File: config.mk
export PLATFORM = sky130hd
export DESIGN_NAME = edmp_port
export DESIGN_NICKNAME = d
export VERILOG_FILES = /design/src/edmp_pkg.sv /design/src/edmp_port.sv
export VERILOG_INCLUDE_DIRS = /design/src
export SDC_FILE = /design/constraint.sdc
export NUM_CORES = 1
export LEC_CHECK = 0
export BUFFER_PORTS_ARGS = -buffer_cell sky130_fd_sc_hd__buf_2
export CAP_MARGIN = 10
export CORE_ASPECT_RATIO = 0.9
export CORE_MARGIN = 2
export CORE_UTILIZATION = 40
export CTS_CLUSTER_SIZE = 24
export DETAILED_ROUTE_END_ITERATION = 16
export MAX_ROUTING_LAYER = met4
export PLACE_DENSITY = 0.63
export SLEW_MARGIN = 20
export SYNTH_ARGS = -nofsm -noshare
export SYNTH_HDL_FRONTEND = slang
export SYNTH_SLANG_ARGS = --single-unit
export TNS_END_PERCENT = 100
File: constraint.sdc
create_clock -name clk_in -period 4.7 [get_ports clk_in]
set_input_delay 0.94 -clock clk_in [delete_from_list [all_inputs] [get_ports clk_in]]
set_output_delay 0.94 -clock clk_in [all_outputs]
set_load 0.01 [all_outputs]
File: src/edmp_defines.svh
`ifndef EDMP_DEFINES_SVH
`define EDMP_DEFINES_SVH

// Data bus and address widths
`define EDMP_ADDR_W 16
`define EDMP_DATA_W 16

// Space select encodings
`define EDMP_SPACE_X 1'b0
`define EDMP_SPACE_Y 1'b1

// Reset values
`define EDMP_ADDR_RST 16'h0000
`define EDMP_DATA_RST 16'h0000

// Default programmed wait cycles and counter width
`define EDMP_WAIT_W 4
`define EDMP_WAIT_DEF 4'h0

// Clock divide ratio of the cycle clock
`define EDMP_CLK_DIV 2

`endif

File: src/edmp_pkg.sv
`default_nettype none
package edmp_pkg;
    // Access engine states, one-hot
    typedef enum logic [2:0] {
        st_idle = 3'h1,
        st_access = 3'h2,
        st_hold = 3'h4
    } edmp_state_t;
endpackage
`default_nettype wire

File: src/edmp_port.sv
`timescale 1ns/100ps
`default_nettype none
`include "edmp_defines.svh"

// Functional notes
// Cycle clock output is the input clock halved, in phase with it.
// Reset initialises every piece of port state.
// Space select low chooses X space, high chooses Y space.
// Only one external access at a time, so X and Y never overlap.
// Address bus holds the last accessed address while idle.
// Address bus is all zero from reset until the first access.
// Sixteen-bit three-state data bus, driven on writes, sampled on reads.
// Each access inserts the programmed number of wait cycles.
// Wait input sampled after programmed waits; low adds one more cycle.
// Slow memory holds wait low until it can finish.
// External master drives hold request low to ask, high otherwise.
// Hold grant goes low once the external master may use the bus.
// Bus-in-use strobe low while this port uses the bus.
// During grant, bus outputs float and no access starts.
// Read and write strobes active low, exclusive, high when idle.
module edmp_port #(
    parameter int WAIT_W = `EDMP_WAIT_W
) (
    // Clock and reset
    input wire logic clk_in,
    input wire logic rst_in,
    // Core request side
    input wire logic req_valid_in,
    input wire logic req_write_in,
    input wire logic req_space_in,
    input wire logic [`EDMP_ADDR_W-1:0] req_addr_in,
    input wire logic [`EDMP_DATA_W-1:0] req_wdata_in,
    input wire logic [WAIT_W-1:0] wait_count_in,
    output logic req_ready_out,
    output logic rsp_valid_out,
    output logic [`EDMP_DATA_W-1:0] rsp_rdata_out,
    // Cycle clock
    output logic cycle_clock_out,
    // External memory bus
    output logic [`EDMP_ADDR_W-1:0] ext_addr_out,
    output logic ext_space_out,
    output logic mem_read_strobe_n_out,
    output logic mem_write_strobe_n_out,
    output logic ext_ctrl_oe_n_out,
    input wire logic [`EDMP_DATA_W-1:0] ext_data_in,
    output logic [`EDMP_DATA_W-1:0] ext_data_out,
    output logic ext_data_oe_n_out,
    input wire logic ext_wait_n_in,
    // Bus arbitration
    input wire logic bus_hold_request_n_in,
    output logic bus_hold_grant_n_out,
    output logic bus_in_use_strobe_n_out
);

    ////////////////////////////////////////////////////////////////////////
    // Declarations

    edmp_pkg::edmp_state_t state_reg;
    logic phase_reg;
    logic cyc_en;
    logic [2:0] wait_sync_reg;
    logic wait_f_reg;
    logic [2:0] hold_sync_reg;
    logic hold_f_reg;
    logic [`EDMP_DATA_W-1:0] data_s1_reg;
    logic [`EDMP_DATA_W-1:0] data_s2_reg;
    logic [`EDMP_DATA_W-1:0] data_s3_reg;
    logic [WAIT_W-1:0] wait_cnt_reg;
    logic write_reg;
    logic [`EDMP_ADDR_W-1:0] addr_reg;
    logic space_reg;
    logic [`EDMP_DATA_W-1:0] wdata_reg;
    logic take;
    logic done;

    // Filtered level moves only when the last two stages agree
    function automatic logic edmp_agree(input logic s2, input logic s3, input logic old);
        edmp_agree = (s2 == s3) ? s3 : old;
    endfunction

    ////////////////////////////////////////////////////////////////////////
    // Cycle clock divider

    // Toggle flop; rising edge of the cycle clock meets a clk_in rise
    always_ff @(posedge clk_in or posedge rst_in) begin
        if (rst_in) begin
            phase_reg <= 1'b0;
        end else begin
            phase_reg <= ~phase_reg;
        end
    end

    assign cycle_clock_out = phase_reg;
    // One enable per instruction cycle; state and wait counter step on it, pin registers and synchronisers on every clk_in edge
    assign cyc_en = phase_reg;

    ////////////////////////////////////////////////////////////////////////
    // Pin input synchronisers

    // Wait input; stage 0 feeds only stage 1
    always_ff @(posedge clk_in or posedge rst_in) begin
        if (rst_in) begin
            wait_sync_reg <= 3'h7;
            wait_f_reg <= 1'b1;
        end else begin
            wait_sync_reg <= {wait_sync_reg[1:0], ext_wait_n_in};
            wait_f_reg <= edmp_agree(wait_sync_reg[1], wait_sync_reg[2], wait_f_reg);
        end
    end

    // Hold request input
    always_ff @(posedge clk_in or posedge rst_in) begin
        if (rst_in) begin
            hold_sync_reg <= 3'h7;
            hold_f_reg <= 1'b1;
        end else begin
            hold_sync_reg <= {hold_sync_reg[1:0], bus_hold_request_n_in};
            hold_f_reg <= edmp_agree(hold_sync_reg[1], hold_sync_reg[2], hold_f_reg);
        end
    end

    // Read data pipeline; memory must hold data stable until the read strobe rises
    always_ff @(posedge clk_in or posedge rst_in) begin
        if (rst_in) begin
            data_s1_reg <= `EDMP_DATA_RST;
            data_s2_reg <= `EDMP_DATA_RST;
            data_s3_reg <= `EDMP_DATA_RST;
        end else begin
            data_s1_reg <= ext_data_in;
            data_s2_reg <= data_s1_reg;
            data_s3_reg <= data_s2_reg;
        end
    end

    ////////////////////////////////////////////////////////////////////////
    // Access engine

    // Hold wins over a new request so a waiting master is not starved
    assign take = cyc_en && (state_reg == edmp_pkg::st_idle) && hold_f_reg && req_valid_in;
    assign req_ready_out = cyc_en && (state_reg == edmp_pkg::st_idle) && hold_f_reg;
    // Finish only after programmed waits and wait released
    assign done = cyc_en && (state_reg == edmp_pkg::st_access) && (wait_cnt_reg == '0) && wait_f_reg;

    // State transitions; one access in flight serialises X and Y
    always_ff @(posedge clk_in or posedge rst_in) begin
        if (rst_in) begin
            state_reg <= edmp_pkg::st_idle;
        end else begin
            case (state_reg)
                edmp_pkg::st_idle: begin
                    if (cyc_en && !hold_f_reg) begin
                        state_reg <= edmp_pkg::st_hold;
                    end else if (take) begin
                        state_reg <= edmp_pkg::st_access;
                    end
                end
                edmp_pkg::st_access: begin
                    if (done) begin
                        state_reg <= edmp_pkg::st_idle;
                    end
                end
                edmp_pkg::st_hold: begin
                    if (cyc_en && hold_f_reg) begin
                        state_reg <= edmp_pkg::st_idle;
                    end
                end
                default: begin
                    state_reg <= edmp_pkg::st_idle;
                end
            endcase
        end
    end

    // Wait counter loaded at start, counted down per instruction cycle
    always_ff @(posedge clk_in or posedge rst_in) begin
        if (rst_in) begin
            wait_cnt_reg <= '0;
        end else if (take) begin
            wait_cnt_reg <= wait_count_in;
        end else if (cyc_en && (state_reg == edmp_pkg::st_access) && (wait_cnt_reg != '0)) begin
            wait_cnt_reg <= wait_cnt_reg - 1'b1;
        end
    end

    // Access latch; address is kept after the access ends
    always_ff @(posedge clk_in or posedge rst_in) begin
        if (rst_in) begin
            addr_reg <= `EDMP_ADDR_RST;
            space_reg <= `EDMP_SPACE_X;
            write_reg <= 1'b0;
            wdata_reg <= `EDMP_DATA_RST;
        end else if (take) begin
            addr_reg <= req_addr_in;
            space_reg <= req_space_in;
            write_reg <= req_write_in;
            wdata_reg <= req_wdata_in;
        end
    end

    // Response; read data taken from the synchronised pipeline
    always_ff @(posedge clk_in or posedge rst_in) begin
        if (rst_in) begin
            rsp_valid_out <= 1'b0;
            rsp_rdata_out <= `EDMP_DATA_RST;
        end else begin
            rsp_valid_out <= done;
            if (done && !write_reg) begin
                rsp_rdata_out <= data_s3_reg;
            end
        end
    end

    ////////////////////////////////////////////////////////////////////////
    // Pin drive

    // Registered pin state avoids glitches on the strobes
    always_ff @(posedge clk_in or posedge rst_in) begin
        if (rst_in) begin
            mem_read_strobe_n_out <= 1'b1;
            mem_write_strobe_n_out <= 1'b1;
            bus_in_use_strobe_n_out <= 1'b1;
            bus_hold_grant_n_out <= 1'b1;
            ext_ctrl_oe_n_out <= 1'b0;
            ext_data_oe_n_out <= 1'b1;
        end else begin
            mem_read_strobe_n_out <= !((state_reg == edmp_pkg::st_access) && !done && !write_reg);
            mem_write_strobe_n_out <= !((state_reg == edmp_pkg::st_access) && !done && write_reg);
            bus_in_use_strobe_n_out <= !((state_reg == edmp_pkg::st_access) && !done);
            bus_hold_grant_n_out <= (state_reg != edmp_pkg::st_hold);
            ext_ctrl_oe_n_out <= (state_reg == edmp_pkg::st_hold);
            ext_data_oe_n_out <= !((state_reg == edmp_pkg::st_access) && !done && write_reg);
        end
    end

    assign ext_addr_out = addr_reg;
    assign ext_space_out = space_reg;
    assign ext_data_out = wdata_reg;

endmodule
`default_nettype wire

==> out/results.ini <==
[clock_tree]
clockBufferDepth = 2
cts_buffers = 17
clock_sinks = 120
cts_setup_buffers = 0
insertion_delay_ns = 0.50
cts_tree = yes
clk_pin_slew_ns = 0.05
clockRootBuffer = clkbuf_8
htree_levels = 4
cts_hold_buf = 0
cts_resized = 0

[route]
first_iter_violations = 46
drc = 0
routedWlPerCell_um = 14.1
avgViaCountPerCell = 4.54
vias = 2260
antenna_left = 0
drt_wl_total_um = 7030
drt_first_pass_iters = 4

[critical_path]
critPathKind = reg -> out
reg2reg_to = rsp_rdata_out[10]
crit_path_end_kind = output port
cp-start-kind = register
setup.worst_path.start = state_reg[0]
r2r-start = wait_cnt_reg[0]
crit_fanout = 9
cp.arrival_ns = 1.80
required_ns = 3.76
cp-endpoint = req_ready_out
r2r_cells = 5
rrSetupSlack_ns = 2.38

[floorplan]
fp.dieArea_sq_mm = 0.0109
ios = 117
start_util = 0.414
die_h_um = 99.3
die_x_um = 110
num_rows = 34
core_area_sq_mm = 0.00974

[global_route]
grt_usage = 0.146
grt_pass1_wl_um = 11400
grt_start_max_net_pins = 69
antenna_found_initial = 1
first_global_vias = 2383
overflow = 0

[placement]
place_hpwl_um = 4680
numPortBuffers = 116
gp_congestion = 0.770

[synth]
syn-num-nets = 289
ys_ff_latch = 120
synth_edf_count = 0
synthArstFlopShare = 1.00
synth_top_area_share = 0.664
syn_avg_cell_area_sq_um = 17.6
ys_warn_count = 0
syn-cell-area_sq_mm = 0.00404
ys_types = 34
synth_area_leaders = dfrtp_1 (66%), mux2_2 (11%), dfstp_2 (8.5%)
synth_top_area_cell = dfrtp_1
synth_ff_type = dfrtp_1
ys_seq_area_frac = 0.748
syn-instance-count = 229

[timing]
relSlewSlack = 0.310
final.min_clock_period_ns = 2.74
skew_ns = 0.00849
drv_slew = 0
post-route-period-util = 0.583
hold_violations = 0
setup-tns-final_ns = 0
rsz0062_at_grt = no
holdWs_ns = 0.345
max_freq_mhz = 365
worst_slew_pin_slew_ns = 1.03
final-setup-viol-count = 0

[hold_path]
hold_class = reg -> reg

[pwr]
p_per_area_mw_per_mm2 = 626
irDropWorstVdd_mv = 0.355
power.leakage_uw = 0.00259

[final_layout]
regArea_sq_mm = 0.00302
syn2layout_area_growth_pct = 32.8
layout.nets = 420
n_fill_cell = 823
drive_above_1_share = 0.577
final_cell_mix = buf_2 (116), dfrtp_1 (107), mux2_2 (40)
multiInputGateArea_sq_um = 916
final_common_cell = buf_2

[run]
cap_violations = 0

[status]
status = finished, final reports clean

[metal layers]
metal	GRT usage	routed length (um)	up-vias
li1	-	-	1055
met1	0.165	2840	1139
met2	0.227	3720	56
met3	0.0491	347	10
met4	0.0837	127	0
met5	-	0	-
[per-stage QoR]
step	cells	total power, uW	worst slack (ns)	area (sq um)	utilization
final	498	3360	1.96	5360	0.550
after global routing	498	3530	1.87	5360	0.550
after CTS	497	3410	1.93	5360	0.550
after detailed placement	467	2010	2.06	4720	0.485
after global placement	467	1990	2.11	4720	0.485
after floorplan	229	1760	0.596	4040	-
[how the worst min path moves through the flow]
stage,startpoint,to,slack (ns),cells past startpoint
after global placement,data_s2_reg[3],data_s3_reg[3],0.33,0
after floorplan,data_s1_reg[0],data_s2_reg[0],0.33,0
after global routing,data_s1_reg[1],data_s2_reg[1],0.35,0
after detailed placement,data_s1_reg[13],data_s2_reg[13],0.33,0
after CTS,data_s2_reg[13],data_s3_reg[13],0.35,0
final,data_s2_reg[12],data_s3_reg[12],0.34,0
[worst max-delay path: stages, from the launching register on]
cell and delay (ns):
dfstp_2 0.55, nand3b_1 0.32, nor3b_1 0.27, buf_2 0.17
[synth_stat cells (2+ instances only)]
cell type,number
maj3_1,2
buf_6,3
nor3_1,4
or2_2,2
nand4bb_1,2
dfrtp_1,107
mux2_4,10
a31oi_1,3
or3_1,2
nand2b_1,3
inv_1,9
nand3b_1,3
o21ai_0,4
nor3b_1,2
mux2_2,40
nor2_1,3
dfstp_2,13
[cell families after synthesis]
kind of cell / share of synthesized area
buf+inv: 0.0248
simple gates: 0.0509
flops: 0.748
compound gates: 0.0192
mux: 0.149
fa+ha+maj: 0.00806
[power breakdown]
group	leakage (uW)	internal, uW	switching [uW]
Combinational	0.000854	318	294
Clock	0.000304	952	423
Sequential	0.00143	1260	111
[layout make-up]
cell class	instances	share of cell area
Sequential cell	120	0.563
Antenna cell	1	0.000467
Clock buffer	23	0.0871
Clock inverter	7	0.0310
Timing Repair Buffer	118	0.111
Multi-Input combinational cell	94	0.171
Inverter	9	0.00677
Tap cell	126	0.0294
Power figures use the tool's default switching activity.
